`config.mk`:
```
export PLATFORM = sky130hd
export DESIGN_NAME = spiss_port
export DESIGN_NICKNAME = d
export VERILOG_FILES = /design/src/include/spiss_pkg.sv /design/src/verilog/spiss_port.sv
export VERILOG_INCLUDE_DIRS = /design/src /design/src/include
export SDC_FILE = /design/constraint.sdc
export NUM_CORES = 1
export LEC_CHECK = 0
export ABC_CLOCK_PERIOD_IN_PS = 5100
export BUFFER_PORTS_ARGS = -buffer_cell sky130_fd_sc_hd__buf_2
export CAP_MARGIN = 30
export CORE_MARGIN = 5
export CORE_UTILIZATION = 30
export DETAILED_ROUTE_END_ITERATION = 6
export GPL_ROUTABILITY_DRIVEN = 0
export PLACE_DENSITY = 0.53
export RECOVER_POWER = 50
export SLEW_MARGIN = 10
export SYNTH_ARGS = -nofsm -noshare
export SYNTH_HDL_FRONTEND = slang
export SYNTH_SLANG_ARGS = --single-unit
```
`constraint.sdc`:
```
create_clock -name clk_in -period 5.1 [get_ports clk_in]
set_input_delay 0.255 -clock clk_in [delete_from_list [all_inputs] [get_ports clk_in]]
set_output_delay 0.255 -clock clk_in [all_outputs]
set_load 0.005 [all_outputs]
```
`src/include/spiss_consts.svh`:
```
// Constants of the serial target port: register offsets, fields, reset values.
// Assumes an 8-bit register port with 16-bit addresses.
//
// What this block does
// - Keep the last 8-bit command byte from the master, read-only for the processor.
// - Port works on its pins only while enabled (reset 1) and pin map is zero.
// - Restricted mode: host writes only to command byte and a 16 byte window.
// - Status byte shows the last finished transaction, read-only, resets to zero.
// - Status bit 7 flags a read or write not done because not ready.
// - Status bit 6 is parity of bytes sent, status byte excluded.
// - Status bit 5 is parity of all received bytes, command and address included.
// - Status bits 4:2 are low three bits of data byte count.
// - Transactions of one to three bytes report count field 111.
// - Status bit 1 shows flash mode, zero while test pin is low.
// - Status bit 0 shows flash ready for another write, in flash mode.
// - Protect bit refuses external flash reads through the serial port.
// - Protect bit blocks erase of page 0 and engine code area.
`ifndef SPISS_CONSTS_SVH
`define SPISS_CONSTS_SVH

`define SPISS_ADR_PROTECT   16'h00b2
`define SPISS_ADR_CMD       16'h00fd
`define SPISS_ADR_STATUS    16'h2708
`define SPISS_ADR_CTRL      16'h270c
`define SPISS_ADR_IRQ_STAT  16'h2710
`define SPISS_ADR_IRQ_MASK  16'h2714
`define SPISS_ADR_WIN_LO    16'h2718
`define SPISS_ADR_WIN_HI    16'h2719
`define SPISS_ADR_FMODE     16'h271a

`define SPISS_BIT_PROTECT   6
`define SPISS_BIT_ENABLE    4
`define SPISS_BIT_SAFE      3
`define SPISS_RST_ENABLE    1'b1
`define SPISS_RST_SAFE      1'b0
`define SPISS_RST_PROTECT   1'b0
`define SPISS_RST_STATUS    6'h00

`define SPISS_CMD_ERASE     8'h20
`define SPISS_BIT_RD_CMD    7
`define SPISS_HDR_BYTES     8'h03
`define SPISS_WIN_SIZE      16'h0010
`define SPISS_CNT_SHORT     3'h7

`endif

```
`src/include/spiss_pkg.sv`:
```
// Types of the serial target port.
// Assumes the constants header is included alongside.
package spiss_pkg;

   typedef struct packed {
      logic       sclk_s1, sclk_s2, sclk_d;
      logic       cs_s1, cs_s2, cs_d;
      logic       mosi_s1, mosi_s2;
      logic       test_s1, test_s2;
      logic       busy;
      logic [2:0] bit_cnt;
      logic [7:0] byte_cnt;
      logic [7:0] rx_sh;
      logic [7:0] tx_sh;
      logic [7:0] tx_next;
      logic [7:0] cmd;
      logic [15:0] addr;
      logic       rpar, wpar, nrdy, rd_pend;
      logic [5:0] status;
      logic       prot, safe, en, fmode;
      logic [15:0] win_base;
      logic [2:0] irq_st, irq_mask;
      logic [7:0] rdata;
      logic       oe_n;
      logic       mem_we, mem_re, erase;
      logic [15:0] mem_addr;
      logic [7:0] mem_wdata;
   } spiss_state_type;

endpackage

```
`src/verilog/spiss_port.sv`:
```
// Serial target port: link front end, status byte, register file, interrupts.
// Assumes link pins are asynchronous; memory and register ports on clk_in.
//
// The address-and-strobe port was left to the implementer.
`timescale 1ns/1ps
`include "spiss_consts.svh"

module spiss_port
   import spiss_pkg::*;
#(
   parameter logic [15:0] FLASH_BASE = 16'h8000,
   parameter logic [15:0] PAGE_SIZE  = 16'h0400
) (
   input  wire logic        clk_in,
   input  wire logic        reset_n_in,
   input  wire logic [15:0] reg_addr_in,
   input  wire logic [7:0]  reg_wdata_in,
   input  wire logic        reg_wr_in,
   input  wire logic        reg_rd_in,
   output logic      [7:0]  reg_rdata_out,
   output logic             irq_out,
   input  wire logic        sclk_in,
   input  wire logic        cs_n_in,
   input  wire logic        mosi_in,
   output logic             miso_out,
   output logic             miso_oe_n_out,
   input  wire logic        test_pin_in,
   input  wire logic [3:0]  segment_pin_map_in,
   input  wire logic [15:0] engine_code_location_in,
   input  wire logic        flash_ready_in,
   output logic      [15:0] mem_addr_out,
   output logic      [7:0]  mem_wdata_out,
   output logic             mem_we_out,
   output logic             mem_re_out,
   input  wire logic [7:0]  mem_rdata_in,
   input  wire logic        mem_ready_in,
   output logic             flash_erase_out
);

   spiss_state_type r, n;

   logic        link_on;
   logic        sclk_rise, sclk_fall, cs_start, cs_end;
   logic        byte_done, cmd_done, is_read, fetch, fetch_blk;
   logic        wr_try, wr_ok, er_try, er_blk;
   logic [7:0]  rx_byte;
   logic [15:0] fetch_addr;
   logic [7:0]  status_live;
   logic [2:0]  ev;
   logic [2:0]  irq_clr;

   // Odd number of ones gives 1
   function automatic logic par8(input logic [7:0] b);
      par8 = ^b;
   endfunction

   function automatic logic in_win(input logic [15:0] a, input logic [15:0] base);
      in_win = (a >= base) && ((a - base) < `SPISS_WIN_SIZE);
   endfunction

   // Bits 1:0 are live so the processor can poll flash readiness
   assign status_live = {r.status, r.fmode & r.test_s2,
                         r.fmode & r.test_s2 & flash_ready_in};
   assign link_on     = r.en && (segment_pin_map_in == 4'h0);

   // ---------------------------------------------------------------
   // Next state
   // ---------------------------------------------------------------
   always_comb begin
      n          = r;
      ev         = 3'h0;
      irq_clr    = 3'h0;
      n.mem_we   = 1'b0;
      n.mem_re   = 1'b0;
      n.erase    = 1'b0;
      n.rd_pend  = 1'b0;
      fetch      = 1'b0;
      fetch_blk  = 1'b0;
      fetch_addr = r.addr;
      wr_try     = 1'b0;
      wr_ok      = 1'b0;
      er_try     = 1'b0;
      er_blk     = 1'b0;

      // Two-stage synchronisers; only stage two is looked at
      n.sclk_s1 = sclk_in;
      n.sclk_s2 = r.sclk_s1;
      n.sclk_d  = r.sclk_s2;
      n.cs_s1   = cs_n_in;
      n.cs_s2   = r.cs_s1;
      n.cs_d    = r.cs_s2;
      n.mosi_s1 = mosi_in;
      n.mosi_s2 = r.mosi_s1;
      n.test_s1 = test_pin_in;
      n.test_s2 = r.test_s1;

      sclk_rise = r.busy && r.sclk_s2 && !r.sclk_d;
      sclk_fall = r.busy && !r.sclk_s2 && r.sclk_d;
      cs_start  = link_on && !r.busy && !r.cs_s2 && r.cs_d;
      cs_end    = r.busy && r.cs_s2;
      rx_byte   = {r.rx_sh[6:0], r.mosi_s2};
      byte_done = sclk_rise && (r.bit_cnt == 3'h7);
      cmd_done  = byte_done && (r.byte_cnt == 8'h00);
      is_read   = r.cmd[`SPISS_BIT_RD_CMD];

      if (cs_start) begin
         n.busy     = 1'b1;
         n.bit_cnt  = 3'h0;
         n.byte_cnt = 8'h00;
         n.rpar     = 1'b0;
         n.wpar     = 1'b0;
         n.nrdy     = 1'b0;
         n.tx_sh    = 8'h00;
         n.tx_next  = 8'h00;
      end

      if (sclk_rise) begin
         n.rx_sh   = rx_byte;
         n.bit_cnt = r.bit_cnt + 3'h1;
      end

      if (byte_done) begin
         n.wpar = r.wpar ^ par8(rx_byte);
         // Count a sent byte once all its bits went out, never a byte only loaded
         if (is_read && r.byte_cnt >= `SPISS_HDR_BYTES)
            n.rpar = r.rpar ^ par8(r.tx_next);
         if (r.byte_cnt != 8'hff)
            n.byte_cnt = r.byte_cnt + 8'h01;
         case (r.byte_cnt)
            8'h00: begin
               n.cmd = rx_byte;
               ev[0] = 1'b1;
            end
            8'h01: n.addr[15:8] = rx_byte;
            8'h02: begin
               n.addr[7:0] = rx_byte;
               fetch_addr  = {r.addr[15:8], rx_byte};
               fetch       = is_read;
            end
            default: begin
               if (is_read) begin
                  fetch = 1'b1;
               end else if (r.cmd != `SPISS_CMD_ERASE) begin
                  wr_try = 1'b1;
                  n.addr = r.addr + 16'h0001;
                  // Command byte is always taken; data only inside the window
                  if (r.safe && !in_win(r.addr, r.win_base)) begin
                     ev[2] = 1'b1;
                  end else if (!mem_ready_in) begin
                     n.nrdy = 1'b1;
                  end else begin
                     wr_ok       = 1'b1;
                     n.mem_we    = 1'b1;
                     n.mem_addr  = r.addr;
                     n.mem_wdata = rx_byte;
                  end
               end
            end
         endcase
      end

      // Read prefetch: data must be ready before the next falling edge
      if (fetch) begin
         n.addr = fetch_addr + 16'h0001;
         if (r.prot && (fetch_addr >= FLASH_BASE)) begin
            fetch_blk = 1'b1;
            n.tx_next = 8'h00;
            ev[2]     = 1'b1;
         end else begin
            n.mem_re   = 1'b1;
            n.mem_addr = fetch_addr;
            n.rd_pend  = 1'b1;
         end
      end
      if (r.rd_pend) begin
         n.tx_next = mem_rdata_in;
         if (!mem_ready_in)
            n.nrdy = 1'b1;
      end

      if (sclk_fall) begin
         if (r.bit_cnt == 3'h0 && r.byte_cnt >= `SPISS_HDR_BYTES && is_read) begin
            n.tx_sh = r.tx_next;
         end else begin
            n.tx_sh = {r.tx_sh[6:0], 1'b0};
         end
      end

      // End of transaction: whole status in one step
      if (cs_end) begin
         n.busy   = 1'b0;
         n.status = {r.nrdy, r.rpar, r.wpar,
                     (r.byte_cnt <= `SPISS_HDR_BYTES) ? `SPISS_CNT_SHORT :
                     3'(r.byte_cnt - `SPISS_HDR_BYTES)};
         ev[1]    = 1'b1;
         if (r.cmd == `SPISS_CMD_ERASE && r.byte_cnt >= `SPISS_HDR_BYTES
             && r.fmode && r.test_s2) begin
            er_try = 1'b1;
            er_blk = r.prot && (r.addr < PAGE_SIZE || r.addr >= engine_code_location_in);
            if (er_blk)
               ev[2] = 1'b1;
            else
               n.erase = 1'b1;
            n.mem_addr = r.addr;
         end
      end
      n.oe_n = !(n.busy && link_on);
      if (!link_on)
         n.busy = 1'b0;

      // -------------------------------------------------------------
      // Register port
      // -------------------------------------------------------------
      if (reg_wr_in) begin
         case (reg_addr_in)
            `SPISS_ADR_PROTECT:  n.prot = reg_wdata_in[`SPISS_BIT_PROTECT];
            `SPISS_ADR_CTRL: begin
               n.en   = reg_wdata_in[`SPISS_BIT_ENABLE];
               n.safe = reg_wdata_in[`SPISS_BIT_SAFE];
            end
            `SPISS_ADR_IRQ_STAT: irq_clr = reg_wdata_in[2:0];
            `SPISS_ADR_IRQ_MASK: n.irq_mask = reg_wdata_in[2:0];
            `SPISS_ADR_WIN_LO:   n.win_base[7:0] = reg_wdata_in;
            `SPISS_ADR_WIN_HI:   n.win_base[15:8] = reg_wdata_in;
            `SPISS_ADR_FMODE:    n.fmode = reg_wdata_in[0];
            default: ;
         endcase
      end
      // A new event beats a clear in the same cycle
      n.irq_st = (r.irq_st & ~irq_clr) | ev;

      n.rdata = 8'h00;
      if (reg_rd_in) begin
         case (reg_addr_in)
            `SPISS_ADR_PROTECT:  n.rdata = {1'b0, r.prot, 6'h00};
            `SPISS_ADR_CMD:      n.rdata = r.cmd;
            `SPISS_ADR_STATUS:   n.rdata = status_live;
            `SPISS_ADR_CTRL:     n.rdata = {3'h0, r.en, r.safe, 3'h0};
            `SPISS_ADR_IRQ_STAT: n.rdata = {5'h00, r.irq_st};
            `SPISS_ADR_IRQ_MASK: n.rdata = {5'h00, r.irq_mask};
            `SPISS_ADR_WIN_LO:   n.rdata = r.win_base[7:0];
            `SPISS_ADR_WIN_HI:   n.rdata = r.win_base[15:8];
            `SPISS_ADR_FMODE:    n.rdata = {7'h00, r.fmode};
            default:             n.rdata = 8'h00;
         endcase
      end
   end

   // ---------------------------------------------------------------
   // State register
   // ---------------------------------------------------------------
   always_ff @(posedge clk_in or negedge reset_n_in) begin
      if (!reset_n_in) begin
         r        <= '0;
         r.sclk_s1 <= 1'b0;
         r.cs_s1  <= 1'b1;
         r.cs_s2  <= 1'b1;
         r.cs_d   <= 1'b1;
         r.oe_n   <= 1'b1;
         r.en     <= `SPISS_RST_ENABLE;
         r.safe   <= `SPISS_RST_SAFE;
         r.prot   <= `SPISS_RST_PROTECT;
         r.status <= `SPISS_RST_STATUS;
      end else begin
         r <= n;
      end
   end

   assign reg_rdata_out   = r.rdata;
   assign irq_out         = |(r.irq_st & r.irq_mask);
   assign miso_out        = r.tx_sh[7];
   assign miso_oe_n_out   = r.oe_n;
   assign mem_addr_out    = r.mem_addr;
   assign mem_wdata_out   = r.mem_wdata;
   assign mem_we_out      = r.mem_we;
   assign mem_re_out      = r.mem_re;
   assign flash_erase_out = r.erase;
endmodule // spiss_port

```
==> out/results.tsv, run 1 <==
stage	metric	value	unit
die	core	28500	sq um
job	max_cap_violations	1	
min_path	hold_start	mem_rdata_in[7]	
setup_path	r2r_cells	9	
die	ios	100	
sta	slew_headroom	-49.4	%
yosys	synth.avg_cell_area	9.41	sq um
sta	max_freq	259	MHz
clock_network	numClockSinks	140	
sta	worst_pin_slew	2240	ps
place	port_buffers	99	
final_layout	area_growth	15.0	%
yosys	synth_nets	1015	
die	fp.dieH	179	um
power_and_ir_drop	power	0.00257	W
power_and_ir_drop	internal_power	0.00198	W
yosys	ys_dominant_reg_cell	dfrtp_1	
final_layout	nets	1073	
yosys	async_flop_share	100	%
routing	vias	7019	
yosys	seq_area_frac_synth	40.9	%
global_route	antenna_found_initial	0	
setup_path	cpMostUsedCell	a21oi_1	
routing	ant_nets	0	
power_and_ir_drop	p_leak	4.57	nW
power_and_ir_drop	p_sw_share	23.0	%
setup_path	crit_chain	ha_1 -> a21oi_1 -> nand2_1 -> o31ai_1 -> a21oi_1 -> nand4b_1 -> o41a_1 -> o211ai_4 -> mux2_2	
run_status	violations	capacitance limit, slew limit	
min_path	hp-class	in2reg	
place	place_hpwl	18.7	mm
clock_network	post_cts_buffers	0	
setup_path	critPathLaunch	r[79]	
final_layout	num_antenna_cells	0	
place	dp_cells	1329	
power_and_ir_drop	powerDensity	261	nW/um^2
setup_path	cpPeakStageDelay	610	ps
power_and_ir_drop	seqPwrFrac	43.5	%
min_path	min_path_cells	2	
clock_network	cts_tree	yes	
yosys	ys_ff_latch	140	
routing	drt_wl_total	25.7	mm
sta	rsz0062_at_grt	no	
clock_network	clkTransAtPathRegs	70	ps
sta	fin_setup_tns	0	ps
sta	hold_viol	0	
routing	drc	0	
global_route	grtUsageTotal	16.1	%
setup_path	crit_slowest_cell	o211ai_4	
setup_path	r2r_start	r[79]	
sta	skew	12.1	ps
die	rows	62	
sta	min_period	3850	ps
power_and_ir_drop	switching_power	0.000593	W
clock_network	worstSkewPairLatency	430	ps
global_route	grt_max_degree	102	
run_status	outcome	finished, violations left	
yosys	ys_warn_count	0	
yosys	syn_area	8580	sq um
clock_network	h-tree-depth	4	
sta	fin_crit_sh	75.6	%
routing	drtIter0Drc	475	
setup_path	startpoint_type	flip-flop	
setup_path	crit_arrival	4160	ps
setup_path	worst-path-max-fanout	16	
power_and_ir_drop	vdd_drop_max	0.159	mV
die	die_w	179	um
power_and_ir_drop	clockPowerShare	53.4	%
setup_path	path_class	reg2reg	
final_layout	ff_latch_area	3510	sq um
clock_network	cts_max_path_buffers	2	
setup_path	endpoint_kind	flip-flop	
final_layout	n_fill_cell	2966	
global_route	grt_pass1_wl	40.2	mm
setup_path	critical_path_required	5410	ps
final_layout	final_layout_size_suffix_gt1_share	18.1	%
final_layout	multiInputGateArea	4480	sq um
sta	finalSetupViolCount	0	
clock_network	numCtsBuffers	17	
sta	slew_viol_final	86	
global_route	grt_overflow	0	
final_layout	layout.cells.non_filler	1367	
routing	first_pass_iters	7	
yosys	synthCells	912	
routing	avgRoutedWirePerCell	18.8	um
die	die_area	32100	sq um
die	initial_core_util	30.1	%
power_and_ir_drop	p_comb_share	3.1	%
yosys	synth_edf_count	0	
global_route	grt_pass1_vias	7059	
routing	viasPerCell	5.13	
clock_network	cts-root-buf	clkbuf_16	
yosys	synthDistinctLibCells	71	
[layout make-up]
class / count / area share, %
tap: 384 / 4.87
sequential: 140 / 35.6
timing repair buffer: 114 / 5.91
clock inverter: 14 / 2.13
multi-input combinational: 649 / 45.4
clock buffer: 18 / 4.35
inverter: 48 / 1.83
[state kept, by name, indices dropped and copies added (netlist names), 6 cells and up]
| name | flops |
|---|---|
| mem_addr_out | 16 |
| r | 96 |
| mem_wdata_out | 8 |
| reg_rdata_out | 8 |
| n | 6 |
[power by group through the flow]
stage | clock network, W | registers [W] | logic [W]
finish | 0.00137 | 0.00112 | 0.0000790
global route | 0.00145 | 0.00112 | 0.0000911
CTS | 0.00141 | 0.00112 | 0.0000823
detailed placement | 0 | 0.00114 | 0.0000791
global placement | 0 | 0.00114 | 0.0000786
floorplan | 0 | 0.00114 | 0.0000207
[cells by family after synthesis]
group / Yosys count / share of synthesized area [%]
muxes: 70 / 8.97
DFF: 140 / 40.9
AOI/OAI and AO/OA: 210 / 16.7
adders and majority gates: 41 / 5.98
xor gates and xnor gates: 40 / 4.08
and+or+nand+nor: 288 / 16.4
buffers and inverters: 123 / 6.90
[critical path: cells and delay by family (launching register included)]
family	cells	cell delay, ps
flops	1	570
fa+ha+maj	1	360
compound gates	5	2000
simple gates	2	400
mux	1	400
[cells in the final DEF (no fill, tap or decap), types with 9 or more instances in the layout]
cell type	count
and3_1	10
a22o_1	9
o21ai_0	52
clkbuf_16	17
nor2_1	60
o31ai_1	9
nand3_1	43
xor2_1	13
o211ai_1	13
mux2i_1	21
a21oi_1	49
ha_1	41
buf_2	74
dfrtp_1	135
mux2_2	47
xnor2_1	27
nor3_1	11
nand4_1	10
inv_1	48
nand2_1	97
clkbuf_1	28
[repair_timing]
action / 4_1_cts / 5_1_grt
hold buffers: 5 / 0
endpoints found under the hold margin: 15 / 0
gates resized for setup: 0 / 0
[final timing paths]
check	end	slack [ps]
setup / recovery	mem_addr_out[8]	1250
hold / removal	r[103]	50
setup reg to reg	mem_addr_out[8]	1250
hold reg to reg	r[134]	350
max in group asynchronous	r[74]	1680
min in group asynchronous	r[98]	470
[through the flow]
stage / utilization [%] / hold WS (ps) / worst slack (ps) / area [sq um]
after floorplan: - / -40.6 / 1870 / 8580
after global placement: 32.3 / 333 / 1380 / 9200
after detailed placement: 32.4 / 336 / 1340 / 9220
after CTS: 34.8 / 34.8 / 1320 / 9910
after global routing: 34.7 / 39.0 / 935 / 9870
final: 34.7 / 49.6 / 1250 / 9870
[cell usage after synthesis, types with 4 or more instances]
master | instances | area [sq um]
nand3_1 | 43 | 215
a21oi_1 | 49 | 245
and2_1 | 6 | 37.5
a211oi_1 | 8 | 60.1
o21ai_0 | 52 | 260
buf_4 | 32 | 240
xor2_1 | 13 | 114
nand2_1 | 97 | 364
ha_1 | 41 | 513
dfstp_2 | 5 | 131
dfrtp_1 | 135 | 3380
xnor2_1 | 27 | 236
clkbuf_1 | 39 | 146
nor4_1 | 8 | 50.1
mux2_2 | 47 | 529
nor2_1 | 60 | 225
a22oi_1 | 5 | 37.5
mux2i_1 | 21 | 210
o21a_1 | 5 | 37.5
nand4_1 | 10 | 62.6
a21o_1 | 6 | 45.0
o211ai_1 | 13 | 97.6
o221a_1 | 8 | 90.1
inv_1 | 48 | 180
o31ai_1 | 9 | 67.6
nor3_1 | 11 | 55.1
nand4b_1 | 4 | 35.0
or3_1 | 8 | 50.1
a222oi_1 | 5 | 50.1
nand3b_1 | 4 | 30.0
a221oi_1 | 7 | 61.3
a22o_1 | 9 | 78.8
a31oi_1 | 7 | 43.8
and3_1 | 10 | 62.6
[routing by layer]
layer / track usage, % / routed length [um] / vias up
li1: - / - / 3380
met1: 22.1 / 11900 / 3466
met2: 25.9 / 12200 / 151
met3: 3.29 / 1210 / 22
met4: 3.97 / 352 / 0
met5: 0 / 0 / -
No activity file was read; power rests on OpenSTA's default activity.
==> run 2: changes to the inputs <==
--- a/config.mk
+++ b/config.mk
@@ -6,7 +6,7 @@
 export SDC_FILE = /design/constraint.sdc
 export NUM_CORES = 1
 export LEC_CHECK = 0
-export ABC_CLOCK_PERIOD_IN_PS = 5100
+export ABC_CLOCK_PERIOD_IN_PS = 3800
 export BUFFER_PORTS_ARGS = -buffer_cell sky130_fd_sc_hd__buf_2
 export CAP_MARGIN = 30
 export CORE_MARGIN = 5
==> constraint.sdc (replaced) <==
create_clock -name clk_in -period 3.8 [get_ports clk_in]
set_input_delay 0.19 -clock clk_in [delete_from_list [all_inputs] [get_ports clk_in]]
set_output_delay 0.19 -clock clk_in [all_outputs]
set_load 0.005 [all_outputs]
==> run 2 against run 1 <==
  * The run ends with DRC, capacitance limit, slew limit left
  * Power grew 30%
  * Register-to-register slack lost 1000 ps
  * First-iteration DRC count rose by 37%
  * Sequential cell count is the same
  * Non-clock buffer count is 37 higher
  * Via count increased by 2.2%
  * Clock power grew 27%
  * Combinational power grew 43%
  * Cell area increased by 2.8%
  * Wire length increased by 0.65%
  * Setup slack worse by 1000 ps
  * Sequential power grew 34%
  * Critical endpoint is now mem_addr_out[7]
  * Largest cell class unchanged
  * Largest power group unchanged
==> out/results.tsv, run 2 (same netlist as run 1, synthesis figures left out) <==
stage	metric	value	unit
final_layout	nets	1110	
die	rows	62	
die	initial_core_util	30.1	%
global_route	grt_pass1_vias	7038	
routing	avgRoutedWirePerCell	18.4	um
run_status	violations	DRC, capacitance limit, slew limit	
sta	hold_viol	0	
sta	finalSetupViolCount	0	
routing	drtIter0Drc	649	
die	die_w	179	um
final_layout	largest_register_ffs	96	
global_route	grt_overflow	0	
sta	skew	11.1	ps
run_status	outcome	finished, violations left	
routing	vias	7172	
final_layout	n_fill_cell	2949	
final_layout	final_core_util	35.6	%
final_layout	num_antenna_cells	0	
min_path	hp-class	in2reg	
clock_network	worstSkewPairLatency	430	ps
power_and_ir_drop	p_leak	4.74	nW
die	die_area	32100	sq um
final_layout	layout_commonest_cell	dfrtp_1	
setup_path	crit_chain	inv_1 -> ha_1 -> nor2b_4 -> o31a_1 -> o21ai_0 -> xor2_1 -> nand4_1 -> o41a_1 -> o211ai_4 -> buf_4 -> o221a_1	
global_route	grtUsageTotal	16.3	%
global_route	antenna_found_initial	0	
sta	min_period	3570	ps
job	max_cap_violations	1	
clock_network	numCtsBuffers	17	
sta	fin_crit_sh	93.9	%
clock_network	cts-root-buf	clkbuf_16	
power_and_ir_drop	vdd_drop_max	0.224	mV
routing	drt_wl_total	25.8	mm
setup_path	startpoint_type	flip-flop	
routing	viasPerCell	5.11	
setup_path	path_class	reg2reg	
clock_network	h-tree-depth	4	
place	port_buffers	99	
setup_path	worst-path-max-fanout	10	
power_and_ir_drop	powerDensity	330	nW/um^2
final_layout	final_cell_mix	dfrtp_1, nand2_1, buf_2	
final_layout	multiInputGateArea	4490	sq um
final_layout	ff_latch_area	3510	sq um
setup_path	cpPeakStageDelay	550	ps
sta	worst_slack	231	ps
place	dp_cells	1356	
die	ios	100	
setup_path	endpoint_kind	flip-flop	
clock_network	cts_tree	yes	
sta	fin_setup_tns	0	ps
clock_network	clkTransAtPathRegs	70	ps
sta	slew_viol_final	87	
sta	worst_pin_slew	2270	ps
clock_network	numClockSinks	140	
die	core	28500	sq um
setup_path	r2r_slack	230	ps
place	place_ws	311	ps
final_layout	area_growth	18.2	%
die	fp.dieH	179	um
routing	ant_nets	0	
global_route	grt_max_degree	95	
routing	first_pass_iters	7	
global_route	grt_pass1_wl	40.2	mm
clock_network	post_cts_buffers	0	
place	place_hpwl	18.9	mm
setup_path	crit_arrival	3930	ps
final_layout	final_layout_size_suffix_gt1_share	19.9	%
sta	max_freq	280	MHz
setup_path	critical_path_required	4160	ps
sta	rsz0062_at_grt	no	
final_layout	top_register	r	
clock_network	cts_max_path_buffers	2	
final_layout	layout.cells.non_filler	1404	
setup_path	crit_slowest_cell	o41a_1	
routing	drc	2	
sta	slew_headroom	-51.1	%
run 2: where the power goes:
group,switching (W),internal (W)
sequential,0.00000572,0.00150
clock,0.000741,0.000996
combinational,0.0000666,0.0000464
total,0.000813,0.00254
run 2: worst paths after layout:
check	startpoint	end	cells past startpoint
worst min register to register	n[132]	r[132]	0
max in group asynchronous	reset_n_in	r[41]	4
min in group asynchronous	reset_n_in	r[102]	2
worst max register to register	r[43]	mem_addr_out[7]	11
worst min-delay path	reg_wdata_in[5]	r[47]	2
worst max-delay path	r[43]	mem_addr_out[7]	11
run 2: cell type report:
cell class | instances | area share [%]
Multi-Input combinational cell | 649 | 44.2
Sequential cell | 140 | 34.6
Clock inverter | 14 | 1.70
Tap cell | 384 | 4.74
Inverter | 48 | 1.78
Clock buffer | 18 | 4.23
Timing Repair Buffer | 151 | 8.73
run 2: through the flow:
step                total power [W]  hold slack (ps)  cell area [sq um]
floorplan                   0.00156             -106               8580
global placement            0.00164              299               9430
detailed placement          0.00164              299               9430
CTS                         0.00340             9.89              10200
global route                0.00348             13.7              10100
finish                      0.00335             35.5              10100
run 2: critical path, delay by kind of cell, from the launching register on:
kind	cells	cell delay, ps
compound gates	5	1960
xor+xnor	1	210
fa+ha+maj	1	320
buf+inv	2	300
flops	1	360
simple gates	2	340
run 2: metal layers:
layer	GRT usage, %	vias to the layer above	part of all wire (%)
met5	0	-	0
met4	4.32	0	1.5
met1	22.8	3504	46
met2	26.2	183	47
met3	2.76	27	5.2
li1	-	3458	-
run 2: what timing repair did:
action	CTS	global route
endpoints found under the hold margin	102	0
endpoints found under the setup margin	0	3
hold buffers	14	0
gates resized for setup	0	1
==> run 3: changes to the inputs <==
--- a/config.mk
+++ b/config.mk
@@ -13,6 +13,7 @@
 export CORE_UTILIZATION = 30
 export DETAILED_ROUTE_END_ITERATION = 6
 export GPL_ROUTABILITY_DRIVEN = 0
+export HOLD_SLACK_MARGIN = 0.08
 export PLACE_DENSITY = 0.53
 export RECOVER_POWER = 50
 export SLEW_MARGIN = 10
==> constraint.sdc (replaced) <==
create_clock -name clk_in -period 3.8 [get_ports clk_in]
set_input_delay 0.76 -clock clk_in [delete_from_list [all_inputs] [get_ports clk_in]]
set_output_delay 0.76 -clock clk_in [all_outputs]
set_load 0.005 [all_outputs]
==> run 3 against run 2 <==
  * The run ends with capacitance limit, slew limit left
  * Setup slack improved by 79 ps
  * Sequential cell count unchanged
  * Wire length decreased by 1.1%
  * Largest cell class unchanged
  * Hold slack improved by 310 ps
  * Clock skew increased by 2.5 ps
  * Utilization decreased by 0.48 points
  * Maximum frequency increased by 2.3%
  * Sequential power about the same
  * Register-to-register slack improved by 80 ps
  * Highest routed layer unchanged
  * Sequential share of layout area increased by 0.47 points
  * Cell area decreased by 1.3%
==> out/results.tsv, run 3 (same netlist as run 1, synthesis figures left out) <==
stage	metric	value	unit
routing	first_pass_iters	6	
clock_network	h-tree-depth	4	
run_status	outcome	finished, violations left	
die	rows	62	
global_route	grt_max_degree	85	
routing	met3WireLength	1.29	mm
die	initial_core_util	30.1	%
clock_network	post_cts_buffers	0	
power_and_ir_drop	power	0.00333	W
power_and_ir_drop	p_leak	4.79	nW
clock_network	cts-root-buf	clkbuf_16	
clock_network	cts_tree	yes	
setup_path	startpoint_type	flip-flop	
run_status	violations	capacitance limit, slew limit	
global_route	antenna_found_initial	0	
sta	fin_crit_sh	91.8	%
job	max_cap_violations	1	
power_and_ir_drop	powerDensity	332	nW/um^2
clock_network	hold_buffers	0	
sta	min_period	3490	ps
sta	rsz0062_at_grt	no	
final_layout	num_antenna_cells	0	
routing	wl_met1	12.0	mm
final_layout	layout.cells.non_filler	1389	
sta	worst_pin_slew	2120	ps
die	ios	100	
routing	drtIter0Drc	693	
final_layout	layout_commonest_cell	dfrtp_1	
sta	slew_viol_final	85	
sta	fin_setup_tns	0	ps
routing	viasPerCell	5.13	
setup_path	crit_slowest_cell	o41a_1	
final_layout	top_register	r	
routing	drt_wl_total	25.6	mm
routing	avgRoutedWirePerCell	18.4	um
global_route	grt_pass1_wl	40.5	mm
min_path	hp-class	reg2reg	
place	port_buffers	99	
clock_network	worstSkewPairLatency	430	ps
clock_network	clkTransAtPathRegs	70	ps
final_layout	largest_register_ffs	96	
routing	drc	0	
sta	slew_headroom	-41.3	%
die	core	28500	sq um
global_route	grt_pass1_vias	7052	
clock_network	cts_resized	0	
routing	wl_met2	11.8	mm
routing	top_layer	met4	
place	dp_cells	1357	
power_and_ir_drop	vdd_drop_max	0.266	mV
setup_path	critical_path_required	4110	ps
die	die_area	32100	sq um
final_layout	nets	1095	
setup_path	crit_chain	inv_1 -> ha_1 -> nor2b_4 -> o31a_1 -> or4_1 -> a21oi_1 -> nand4_1 -> o41a_1 -> o211ai_4 -> mux2_2	
final_layout	area_growth	16.6	%
setup_path	crit_arrival	3800	ps
sta	finalSetupViolCount	0	
routing	ant_nets	0	
setup_path	endpoint_kind	flip-flop	
global_route	grtUsageTotal	16.3	%
final_layout	final_cell_mix	dfrtp_1, buf_2, nand2_1	
global_route	grt_overflow	0	
routing	vias	7119	
setup_path	path_buf_inv	1	
die	fp.dieH	179	um
sta	hold_viol	0	
clock_network	cts_max_path_buffers	2	
sta	max_freq	287	MHz
final_layout	final_layout_size_suffix_gt1_share	23.1	%
setup_path	worst-path-max-fanout	10	
place	place_hpwl	18.9	mm
clock_network	numCtsBuffers	17	
sta	skew	13.5	ps
setup_path	path_class	reg2reg	
clock_network	numClockSinks	140	
setup_path	cp_top_family	compound AO/OA/AOI/OAI gates	
setup_path	cpPeakStageDelay	540	ps
die	die_w	179	um
[run 3: cell count changes in the layout (fill, tap and decap cells not counted), sizes merged]
cell | before | now
clkinv | 1 | 2
clkbuf | 50 | 20
inv | 57 | 60
dlygate4sd3 | 14 | 0
bufinv | 2 | 1
clkinvlp | 2 | 0
buf | 105 | 133
[run 3: final cells by class]
type,instances,area (sq um)
tap,384,480
timing repair buffer,136,767
fill,2966,18500
multi-input combinational,649,4480
clock buffer,17,425
inverter,48,180
clock inverter,15,166
sequential,140,3510
[run 3: metal layers]
layer | up-vias | GRT usage (%)
li1 | 3422 | -
met1 | 3473 | 22.8
met2 | 199 | 26.1
met3 | 25 | 3.04
met4 | 0 | 4.09
met5 | - | 0
[run 3: report_power, final]
part / total (W) / switching (W) / leakage (nW) / internal [W]
combinational: 0.000100 / 0.0000640 / 2.69 / 0.0000364
sequential: 0.00150 / 0.00000579 / 1.80 / 0.00150
clock: 0.00172 / 0.000780 / 0.297 / 0.000943
total: 0.00333 / 0.000850 / 4.79 / 0.00248
[run 3: path summary, 6_finish.rpt]
check / startpoint / end / slack [ps] / depth (start not counted)
min in group asynchronous: reset_n_in / r[101] / 900 / 1
setup / recovery: r[43] / mem_addr_out[8] / 310 / 10
hold / removal: n[134] / r[134] / 350 / 0
hold reg to reg: n[134] / r[134] / 350 / 0
setup reg to reg: r[43] / mem_addr_out[8] / 310 / 10
max in group asynchronous: reset_n_in / mem_addr_out[15] / 860 / 2
[run 3: metrics by stage]
step	hold slack [ps]	util, %	area [sq um]	setup slack [ps]
2_1_floorplan	331	-	8580	567
3_3_place_gp	332	33.2	9440	393
3_5_place_dp	336	33.2	9440	365
4_1_cts	352	35.2	10000	338
6_report	349	35.2	10000	310
5_1_grt	359	35.2	10000	91.8
